$ cat src/rtl/asc_pkg.sv
// asc_pkg: constants for the sampling / clamp control block.
// assumes a 32-bit AHB-Lite slave with word-aligned registers.
`default_nettype none
package asc_pkg;

  // ==========================================================
  // register byte offsets
  localparam logic [7:0] ASC_OFF_CTRL   = 8'h00; // mode, select, clamp, timing
  localparam logic [7:0] ASC_OFF_REF    = 8'h04; // reference dac control
  localparam logic [7:0] ASC_OFF_RED    = 8'h08; // red offset / gain
  localparam logic [7:0] ASC_OFF_GREEN  = 8'h0C; // green offset / gain
  localparam logic [7:0] ASC_OFF_BLUE   = 8'h10; // blue offset / gain
  localparam logic [7:0] ASC_OFF_SWRST  = 8'h14; // any write restores defaults
  localparam logic [7:0] ASC_OFF_STATUS = 8'h18; // read-only state

  // ==========================================================
  // control register fields
  localparam int ASC_CTRL_SEL_LSB  = 0; // colour_set_select [1:0]
  localparam int ASC_CTRL_MONO     = 2; // 1 = monochrome
  localparam int ASC_CTRL_CLAMP_EN = 3; // clamp_enable
  localparam int ASC_CTRL_RST_LSB  = 4; // reset_sample_timing [5:4]
  localparam int ASC_CTRL_DSAMP    = 6; // double_sample_select
  // reference register fields
  localparam int ASC_REF_CODE_LSB  = 0; // reference_level_code [3:0]
  localparam int ASC_REF_RANGE     = 4; // reference_dac_range
  localparam int ASC_REF_EXT       = 5; // external_reference_select
  // colour set register fields
  localparam int ASC_SET_OFF_LSB   = 0; // offset value [7:0]
  localparam int ASC_SET_GAIN_LSB  = 8; // gain value [15:8]

  // ==========================================================
  // reset values
  localparam logic [31:0] ASC_CTRL_RST = 32'h0000_0040; // double sampling on
  localparam logic [31:0] ASC_REF_RST  = 32'h0000_0000;
  localparam logic [31:0] ASC_SET_RST  = 32'h0000_0080; // mid offset, min gain

  // ==========================================================
  // colour select codes
  localparam logic [1:0] ASC_SEL_RED   = 2'h0;
  localparam logic [1:0] ASC_SEL_GREEN = 2'h1;
  localparam logic [1:0] ASC_SEL_BLUE  = 2'h2;

  // ==========================================================
  // timing counts, in master clock cycles
  localparam logic [2:0] ASC_RS_BASE     = 3'h1; // strobe to reset sample base
  localparam int         ASC_CLAMP_WIDTH = 2;    // clamp pulse length
  localparam int         ASC_NIBBLES     = 4;    // nibbles per 16-bit word

endpackage
`default_nettype wire

$ cat src/rtl/asc_nib_if.sv
// asc_nib_if: word hand-off from control core to nibble serialiser.
// assumes both ends share ref_clk_i.
`timescale 1ns/100ps
`default_nettype none
interface asc_nib_if;
  logic [15:0] word;     // converted sample
  logic        load;     // one-cycle load strobe
  logic        busy;     // serialiser still shifting
  logic [3:0]  nibble;   // output nibble
  logic        nib_vld;  // nibble valid
  modport core (output word, load, input busy, nibble, nib_vld);
  modport ser  (input word, load, output busy, nibble, nib_vld);
endinterface
`default_nettype wire

$ cat src/rtl/asc_nibble_ser.sv
// asc_nibble_ser: shifts a 16-bit word out as four nibbles, msb first.
// assumes load is ignored while busy; the core guards against that.
`timescale 1ns/100ps
`default_nettype none
module asc_nibble_ser (
  input  wire logic ref_clk_i, // master clock
  input  wire logic rst_n_i,   // async reset, active low
  asc_nib_if.ser    nif        // link to the core
);

  // ==========================================================
  // state
  typedef struct packed {
    logic [15:0] sh;   // shift register
    logic [1:0]  cnt;  // nibbles left minus one
    logic        busy; // shifting
    logic [3:0]  nib;  // current nibble
    logic        nv;   // nibble valid
  } asc_ser_state_t;

  asc_ser_state_t st_ff;  // registered state
  asc_ser_state_t nxt_st; // next state

  // next-state logic
  always_comb begin
    nxt_st    = st_ff;
    nxt_st.nv = 1'b0;
    if (st_ff.busy) begin
      // emit top nibble, then shift
      nxt_st.nib = st_ff.sh[15:12];
      nxt_st.nv  = 1'b1;
      nxt_st.sh  = {st_ff.sh[11:0], 4'h0};
      nxt_st.cnt = st_ff.cnt - 2'h1;
      if (st_ff.cnt == 2'h0) begin
        nxt_st.busy = 1'b0;
      end
    end else if (nif.load) begin
      nxt_st.sh   = nif.word;
      nxt_st.cnt  = 2'(asc_pkg::ASC_NIBBLES - 1);
      nxt_st.busy = 1'b1;
    end
  end

  // state register
  always_ff @(posedge ref_clk_i or negedge rst_n_i) begin
    if (!rst_n_i) begin
      st_ff <= '0;
    end else begin
      st_ff <= nxt_st;
    end
  end

  assign nif.busy    = st_ff.busy;
  assign nif.nibble  = st_ff.nib;
  assign nif.nib_vld = st_ff.nv;

endmodule
`default_nettype wire

$ cat src/rtl/asc_ctrl.sv
// asc_ctrl: control core of a single-channel imaging front end.
// assumes supply monitors give synchronous levels and that the
// sample strobe is synchronous to ref_clk_i, the master clock.
`timescale 1ns/100ps
`default_nettype none
module asc_ctrl #(
  parameter int CLAMP_WIDTH = asc_pkg::ASC_CLAMP_WIDTH // clamp cycles
) (
  input  wire logic        ref_clk_i,          // master clock, 50 MHz
  input  wire logic        rst_n_i,            // async reset, active low
  input  wire logic        avdd_ok_i,          // analogue supply above threshold
  input  wire logic        dvdd_ok_i,          // core supply above threshold
  input  wire logic        hsel_i,             // ahb select
  input  wire logic [31:0] haddr_i,            // ahb address
  input  wire logic [1:0]  htrans_i,           // ahb transfer type
  input  wire logic        hwrite_i,           // ahb write
  input  wire logic [2:0]  hsize_i,            // ahb size, words only
  input  wire logic [31:0] hwdata_i,           // ahb write data
  input  wire logic        hready_i,           // ahb bus ready
  output logic      [31:0] hrdata_o,           // ahb read data
  output logic             hreadyout_o,        // always ready
  output logic             hresp_o,            // always okay
  input  wire logic        sample_strobe_i,    // pixel sample strobe
  input  wire logic [15:0] adc_word_i,         // converted sample
  input  wire logic        adc_word_valid_i,   // sample word strobe
  output logic             power_good_n_o,     // low holds registers and clamp state in reset
  output logic             clamp_pulse_o,      // internal clamp pulse
  output logic             clamp_switch_o,     // clamp switch closed
  output logic             video_sample_o,     // video level sample strobe
  output logic             ref_sample_o,       // reference sample strobe
  output logic             ref_from_reset_o,   // reference is reset level
  output logic      [3:0]  ref_level_code_o,   // reference dac code
  output logic             ref_dac_range_o,    // wide dac range
  output logic             ref_dac_enable_o,   // internal dac drives pin
  output logic      [7:0]  offset_code_o,      // applied offset value
  output logic      [7:0]  gain_code_o,        // applied gain value
  output logic      [3:0]  nibble_o,           // output nibble bus
  output logic             nibble_valid_o      // nibble valid
);

  // ==========================================================
  // state
  typedef struct packed {
    logic [31:0] ctrl;      // control register
    logic [31:0] refc;      // reference register
    logic [15:0] red;       // red set
    logic [15:0] green;     // green set
    logic [15:0] blue;      // blue set
    logic        wr_pend;   // write data phase pending
    logic [7:0]  wr_addr;   // latched write offset
    logic [31:0] rdata;     // read data for data phase
    logic        strb_prev; // strobe last cycle
    logic        clamp_cap; // captured clamp enable
    logic        pend;      // reset sample pending
    logic [2:0]  cnt;       // cycles until reset sample
    logic        clamp_on;  // clamp pulse active
    logic [1:0]  wcnt;      // clamp cycles left minus one
    logic        rs_pulse;  // reset sample instant
    logic        vs_pulse;  // video sample instant
    logic [7:0]  offset;    // applied offset
    logic [7:0]  gain;      // applied gain
    logic [15:0] word;      // word to serialiser
    logic        load;      // load strobe to serialiser
  } asc_state_t;

  asc_state_t st_ff;   // registered state
  asc_state_t nxt_st;  // next state
  logic       pg;      // supplies both good
  logic       strb_rise; // first cycle of a strobe pulse
  logic       fire;    // reset sample instant reached

  asc_nib_if nif ();   // link to serialiser

  // ==========================================================
  // power good
  // either supply low
  assign pg             = avdd_ok_i && dvdd_ok_i;
  assign power_good_n_o = pg;

  // ==========================================================
  // read mux, status is built from live state
  function automatic logic [31:0] rd_word(input logic [7:0] a, input asc_state_t s,
                                          input logic p, input logic b);
    logic [31:0] r;
    r = 32'h0000_0000;
    unique case (a)
      asc_pkg::ASC_OFF_CTRL:   r = s.ctrl;
      asc_pkg::ASC_OFF_REF:    r = s.refc;
      asc_pkg::ASC_OFF_RED:    r = {16'h0000, s.red};
      asc_pkg::ASC_OFF_GREEN:  r = {16'h0000, s.green};
      asc_pkg::ASC_OFF_BLUE:   r = {16'h0000, s.blue};
      asc_pkg::ASC_OFF_STATUS: r = {28'h000_0000, b, s.clamp_on, s.clamp_cap, p};
      default:                 r = 32'h0000_0000; // unmapped and reset reg read zero
    endcase
    return r;
  endfunction

  assign strb_rise = sample_strobe_i && !st_ff.strb_prev;
  assign fire      = st_ff.pend && (st_ff.cnt == 3'h0) && !strb_rise;

  // ==========================================================
  // next-state logic
  always_comb begin
    nxt_st = st_ff;
    // bus address phase, zero wait states
    nxt_st.wr_pend = 1'b0;
    if (hsel_i && htrans_i[1] && hready_i) begin
      nxt_st.wr_pend = hwrite_i;
      nxt_st.wr_addr = haddr_i[7:0];
      nxt_st.rdata   = hwrite_i ? 32'h0000_0000 : rd_word(haddr_i[7:0], st_ff, pg, nif.busy);
    end
    // bus data phase
    if (st_ff.wr_pend) begin
      unique case (st_ff.wr_addr)
        asc_pkg::ASC_OFF_CTRL:  nxt_st.ctrl  = {25'h000_0000, hwdata_i[6:0]};
        asc_pkg::ASC_OFF_REF:   nxt_st.refc  = {26'h000_0000, hwdata_i[5:0]};
        asc_pkg::ASC_OFF_RED:   nxt_st.red   = hwdata_i[15:0];
        asc_pkg::ASC_OFF_GREEN: nxt_st.green = hwdata_i[15:0];
        asc_pkg::ASC_OFF_BLUE:  nxt_st.blue  = hwdata_i[15:0];
        asc_pkg::ASC_OFF_SWRST: begin
          // soft reset restores every default
          nxt_st.ctrl  = asc_pkg::ASC_CTRL_RST;
          nxt_st.refc  = asc_pkg::ASC_REF_RST;
          nxt_st.red   = asc_pkg::ASC_SET_RST[15:0];
          nxt_st.green = asc_pkg::ASC_SET_RST[15:0];
          nxt_st.blue  = asc_pkg::ASC_SET_RST[15:0];
        end
        default: ; // unmapped writes vanish, still okay
      endcase
    end

    // ----------------------------------------------------------
    // clamp and sample timing
    nxt_st.strb_prev = sample_strobe_i;
    nxt_st.vs_pulse  = strb_rise;
    nxt_st.rs_pulse  = 1'b0;
    if (st_ff.clamp_on) begin
      if (st_ff.wcnt == 2'h0) begin
        nxt_st.clamp_on = 1'b0;
      end else begin
        nxt_st.wcnt = st_ff.wcnt - 2'h1;
      end
    end
    if (strb_rise) begin
      nxt_st.clamp_cap = st_ff.ctrl[asc_pkg::ASC_CTRL_CLAMP_EN];
      nxt_st.pend      = 1'b1;
      nxt_st.cnt       = asc_pkg::ASC_RS_BASE + {1'b0, st_ff.ctrl[asc_pkg::ASC_CTRL_RST_LSB +: 2]};
    end else if (st_ff.pend) begin
      if (fire) begin
        nxt_st.pend = 1'b0;
        // reset sampled whether clamped or not
        nxt_st.rs_pulse = 1'b1;
        // clamp only when captured enable set
        if (st_ff.clamp_cap) begin
          nxt_st.clamp_on = 1'b1;
          nxt_st.wcnt     = 2'(CLAMP_WIDTH - 1);
        end
      end else begin
        nxt_st.cnt = st_ff.cnt - 3'h1;
      end
    end

    // ----------------------------------------------------------
    // applied coefficient set
    if (st_ff.ctrl[asc_pkg::ASC_CTRL_MONO]) begin
      nxt_st.offset = st_ff.red[asc_pkg::ASC_SET_OFF_LSB +: 8];
      nxt_st.gain   = st_ff.red[asc_pkg::ASC_SET_GAIN_LSB +: 8];
    end else begin
      unique case (st_ff.ctrl[asc_pkg::ASC_CTRL_SEL_LSB +: 2])
        asc_pkg::ASC_SEL_RED: begin
          nxt_st.offset = st_ff.red[asc_pkg::ASC_SET_OFF_LSB +: 8];
          nxt_st.gain   = st_ff.red[asc_pkg::ASC_SET_GAIN_LSB +: 8];
        end
        asc_pkg::ASC_SEL_GREEN: begin
          nxt_st.offset = st_ff.green[asc_pkg::ASC_SET_OFF_LSB +: 8];
          nxt_st.gain   = st_ff.green[asc_pkg::ASC_SET_GAIN_LSB +: 8];
        end
        asc_pkg::ASC_SEL_BLUE: begin
          nxt_st.offset = st_ff.blue[asc_pkg::ASC_SET_OFF_LSB +: 8];
          nxt_st.gain   = st_ff.blue[asc_pkg::ASC_SET_GAIN_LSB +: 8];
        end
        default: ; // reserved code keeps the set in use
      endcase
    end

    // ----------------------------------------------------------
    // sample words to serialiser, dropped while it is busy
    nxt_st.load = 1'b0;
    if (adc_word_valid_i && !nif.busy && !st_ff.load) begin
      nxt_st.word = adc_word_i;
      nxt_st.load = 1'b1;
    end

    // ----------------------------------------------------------
    // power reset overrides the register, clamp and reset sample state above
    if (!pg) begin
      nxt_st.ctrl  = asc_pkg::ASC_CTRL_RST;
      nxt_st.refc  = asc_pkg::ASC_REF_RST;
      nxt_st.red   = asc_pkg::ASC_SET_RST[15:0];
      nxt_st.green = asc_pkg::ASC_SET_RST[15:0];
      nxt_st.blue  = asc_pkg::ASC_SET_RST[15:0];
      nxt_st.clamp_cap = 1'b0;
      nxt_st.pend     = 1'b0;
      nxt_st.clamp_on = 1'b0;
      nxt_st.rs_pulse = 1'b0;
    end
  end

  // ==========================================================
  // state register, reset to the register defaults
  always_ff @(posedge ref_clk_i or negedge rst_n_i) begin
    if (!rst_n_i) begin
      st_ff       <= '0;
      st_ff.ctrl  <= asc_pkg::ASC_CTRL_RST;
      st_ff.refc  <= asc_pkg::ASC_REF_RST;
      st_ff.red   <= asc_pkg::ASC_SET_RST[15:0];
      st_ff.green <= asc_pkg::ASC_SET_RST[15:0];
      st_ff.blue  <= asc_pkg::ASC_SET_RST[15:0];
    end else begin
      st_ff <= nxt_st;
    end
  end

  // ==========================================================
  // serialiser
  assign nif.word = st_ff.word;
  assign nif.load = st_ff.load;

  asc_nibble_ser u_ser (
    .ref_clk_i (ref_clk_i),
    .rst_n_i   (rst_n_i),
    .nif       (nif)
  );

  // ==========================================================
  // outputs
  assign hrdata_o       = st_ff.rdata;
  assign hreadyout_o    = 1'b1;
  assign hresp_o        = 1'b0;
  assign clamp_pulse_o  = st_ff.clamp_on;
  assign clamp_switch_o = st_ff.clamp_on;
  assign video_sample_o = st_ff.vs_pulse;
  assign ref_sample_o     = st_ff.ctrl[asc_pkg::ASC_CTRL_DSAMP] ? st_ff.rs_pulse : st_ff.vs_pulse;
  assign ref_from_reset_o = st_ff.ctrl[asc_pkg::ASC_CTRL_DSAMP];
  assign ref_level_code_o = st_ff.refc[asc_pkg::ASC_REF_CODE_LSB +: 4];
  assign ref_dac_range_o  = st_ff.refc[asc_pkg::ASC_REF_RANGE];
  assign ref_dac_enable_o = !st_ff.refc[asc_pkg::ASC_REF_EXT];
  assign offset_code_o    = st_ff.offset;
  assign gain_code_o      = st_ff.gain;
  assign nibble_o         = nif.nibble;
  assign nibble_valid_o   = nif.nib_vld;
endmodule
`default_nettype wire

$ cat config.mk
export PLATFORM = sky130hd
export DESIGN_NAME = asc_ctrl
export DESIGN_NICKNAME = d
export VERILOG_FILES = /design/src/rtl/asc_pkg.sv /design/src/rtl/asc_nib_if.sv /design/src/rtl/asc_nibble_ser.sv /design/src/rtl/asc_ctrl.sv
export SDC_FILE = /design/constraint.sdc
export NUM_CORES = 1
export LEC_CHECK = 0
export BUFFER_PORTS_ARGS = -buffer_cell sky130_fd_sc_hd__buf_2
export CORE_ASPECT_RATIO = 0.8
export CORE_UTILIZATION = 52
export CTS_BUF_LIST = sky130_fd_sc_hd__clkbuf_4 sky130_fd_sc_hd__clkbuf_8 sky130_fd_sc_hd__clkbuf_16
export DETAILED_ROUTE_END_ITERATION = 8
export PLACE_DENSITY = 0.77
export SYNTH_ARGS = -nofsm -noshare
export SYNTH_HDL_FRONTEND = slang
export SYNTH_HIERARCHICAL = 1
export SYNTH_SLANG_ARGS = --single-unit
$ cat constraint.sdc
create_clock -name ref_clk_i -period 3.4 [get_ports ref_clk_i]
set_clock_uncertainty 0.2 [all_clocks]
set_input_delay 0.17 -clock ref_clk_i [delete_from_list [all_inputs] [get_ports ref_clk_i]]
set_output_delay 0.17 -clock ref_clk_i [all_outputs]
set_load 0.03 [all_outputs]
==> results.py <==
metrics = {
    "setup_path": {
        "critPathSlowestCell": "nand4b_1",
        "cp-end-kind": "flop",
        "path_max_fanout": 16,
        "start_kind": "flop",
        "critPathBufInv": 0,
        "crit_chain": "nor4_4, nand4b_1, nor3_1, o21ai_0",
        "arrival_ns": 2.61,
        "critPathRequiredTime_ns": 3.53,
        "path_delay_family": "simple AND/OR/NAND/NOR gates",
        "slowest_delay_ns": 0.78,
        "r2r-start": "st_ff[77]",
        "crit_type": "flop to flop",
        "startpoint": "st_ff[77]",
    },
    "grt": {
        "grt_overflow": 0,
        "grt_max_degree": 107,
        "grt_usage_pct": 26.7,
        "grt_pass1_vias": 5592,
        "grt_pass1_wl_um": 29500,
        "antenna_found_initial": 0,
    },
    "pwr": {
        "pwr-share-seq_pct": 43.8,
        "p_leak_nw": 3.89,
        "clock_power_share_pct": 41.5,
        "power.switching_mw": 1.33,
        "power_density_mw_per_mm2": 596,
        "combPwrFrac_pct": 14.7,
        "internal-power_mw": 3.84,
        "p_total_mw": 5.17,
        "p_sw_share_pct": 25.8,
        "ir_drop_mv": 0.357,
    },
    "routing": {
        "finalWirelength_um": 18500,
        "first_pass_iters": 5,
        "drc": 0,
        "avgViaCountPerCell": 5.89,
        "drtIter0Drc": 641,
        "vias": 5671,
        "drt-wirelength-per-cell_um": 19.2,
        "ant_nets": 0,
    },
    "place": {
        "io_buffers": 98,
        "gp_congestion": 0.872,
        "place_ws_ns": 0.971,
        "dp.cells": 890,
        "dp_hpwl_um": 12100,
    },
    "logic_synthesis": {
        "ys.flop_type": "dfrtp_1",
        "syn_area_per_cell_sq_um": 10.8,
        "synth_compound_area_share_pct": 17.0,
        "synth-edff-count": 0,
        "synth_cell_types": 56,
        "synthAdderAreaFrac_pct": 1.19,
        "async_reset_ff_share_pct": 100,
        "synth_top_family_by_area": "compound AO/OA/AOI/OAI gates",
        "syn-cell-area_sq_mm": 0.00739,
        "ys_ff_latch": 154,
        "synthMuxAreaShare_pct": 8.11,
        "synthXorXnorAreaFrac_pct": 0.356,
        "ys_seq_area_share_pct": 52.2,
        "synthCells": 683,
        "yosys.area_share.simple_pct": 10.8,
        "yosysWarnings": 6,
    },
    "cells_and_area": {
        "final_common_cell": "dfrtp_1",
        "syn2layout_area_growth_pct": 17.5,
        "final_cell_mix": "150 x dfrtp_1, 97 x buf_2, 76 x nand2_1",
        "final_cells": 963,
        "nNetsFinal": 871,
        "drive_gt1_share_pct": 24.4,
        "antenna-diode-count": 0,
    },
    "timing": {
        "tightest_slew_ns": 0.985,
        "period_needed_ns": 2.49,
        "finalCritPeriodShare_pct": 73.2,
        "max_freq_mhz": 402,
        "fin_setup_tns_ns": 0,
        "finalMaxSlewViolations": 0,
        "hold_viol_final": 0,
        "rsz0062_at_grt": "no",
        "fin_ws_ns": 0.913,
        "maxSlewHeadroom_pct": 34.3,
        "setup_violations": 0,
    },
    "floorplanning": {
        "ios": 161,
        "initial_core_util_pct": 54.0,
        "die_height_um": 109,
        "num_rows": 38,
        "fp.dieW_um": 135,
        "dieArea_sq_mm": 0.0147,
        "core_area_sq_mm": 0.0137,
    },
    "min_path": {
        "hold_start": "adc_word_valid_i",
        "hold_path_class": "input pin to flop",
    },
    "clock_tree": {
        "cts_tree": "built",
        "ctsResizeCount": 0,
        "root_buffer": "clkbuf_16",
        "cts_max_level": 4,
        "cts_buffers": 17,
        "clockBufferDepth": 2,
        "postCtsSetupBuffers": 0,
        "postCtsHoldBufs": 41,
        "clk_latency_ns": 0.43,
        "cts.sinks": 154,
        "clk_pin_slew_ns": 0.06,
    },
    "outcome": {
        "status": "completed",
    },
    "job": {
        "drv_cap": 0,
    },
}
cell usage after synthesis (9+ instances only):
cell / n / share of area [%]
mux2i_1: 25 / 3.4
nor2_1: 28 / 1.4
buf_2: 9 / 0.61
clkbuf_1: 17 / 0.86
buf_4: 61 / 6.2
nand3_1: 17 / 1.2
inv_1: 15 / 0.76
a22o_1: 32 / 3.8
o21ai_1: 14 / 0.95
a2bb2oi_1: 12 / 1.4
nand2_1: 76 / 3.9
o22ai_1: 10 / 0.85
dfrtp_1: 150 / 51
mux2_2: 29 / 4.4
o21ai_0: 35 / 2.4
a22oi_1: 34 / 3.5
a21oi_1: 36 / 2.4
flip-flops by register name, summed over array words and instances, names as in the netlist, 4 cells and up:
register          flops
st_ff                73
hrdata_o             16
u_ser/nif.nibble      4
u_ser/st_ff          18
ref_level_code_o      4
offset_code_o         8
nif.word             16
gain_code_o           8
per-layer routing:
layer	global-route usage (%)	vias up	wire length, um
met5	0	-	0
met4	10.8	0	437
met3	6.79	44	1850
met2	41.8	328	8570
met1	35.7	2751	7600
li1	-	2548	-
worst reg2reg max path, stage by stage, from the launching register on:
cell	delay, ns
dfrtp_1	0.40
nor4_4	0.52
nand4b_1	0.78
nor3_1	0.37
o21ai_0	0.12
through the flow:
step | area (sq um) | hold slack [ns] | utilization (%)
2_1_floorplan | 7450 | -0.326 | -
3_3_place_gp | 7590 | 0.0982 | 55.4
3_5_place_dp | 7590 | 0.103 | 55.4
4_1_cts | 8680 | 0.0466 | 63.4
5_1_grt | 8680 | 0.0664 | 63.4
6_report | 8680 | 0.0692 | 63.4
cell type report:
| cell class | count | area, sq um |
|---|---|---|
| sequential | 154 | 3860 |
| inverter | 17 | 63.8 |
| timing repair buffer | 153 | 1010 |
| tap | 180 | 225 |
| clock buffer | 20 | 460 |
| fill | 1077 | 5010 |
| multi-input combinational | 427 | 2840 |
| clock inverter | 12 | 219 |
power groups by stage:
| stage | logic (mW) | registers (mW) | clock network [mW] |
|---|---|---|---|
| after floorplan | 0.617 | 2.20 | 0 |
| after global placement | 0.673 | 2.27 | 0 |
| after detailed placement | 0.713 | 2.29 | 0 |
| after CTS | 0.753 | 2.26 | 2.18 |
| after global routing | 0.832 | 2.30 | 2.24 |
| final | 0.758 | 2.27 | 2.14 |
logic make-up after synthesis:
| group | after synthesis |
|---|---|
| mux | 55 |
| compound gates | 187 |
| flops | 154 |
| buf+inv | 118 |
| simple gates | 157 |
| fa+ha+maj | 7 |
| other cells | 2 |
| xor+xnor | 3 |
path summary, 6_finish.rpt:
path | to | slack (ns) | depth (start not counted)
max | st_ff[92] | 0.91 | 4
min | nif.load | 0.07 | 3
max reg2reg | st_ff[92] | 0.91 | 4
min reg2reg | offset_code_o[0] | 0.28 | 2
max in group asynchronous | u_ser/nif.nibble[1] | 1.82 | 3
min in group asynchronous | nif.word[5] | 0.22 | 2
Power figures use the tool's default switching activity.
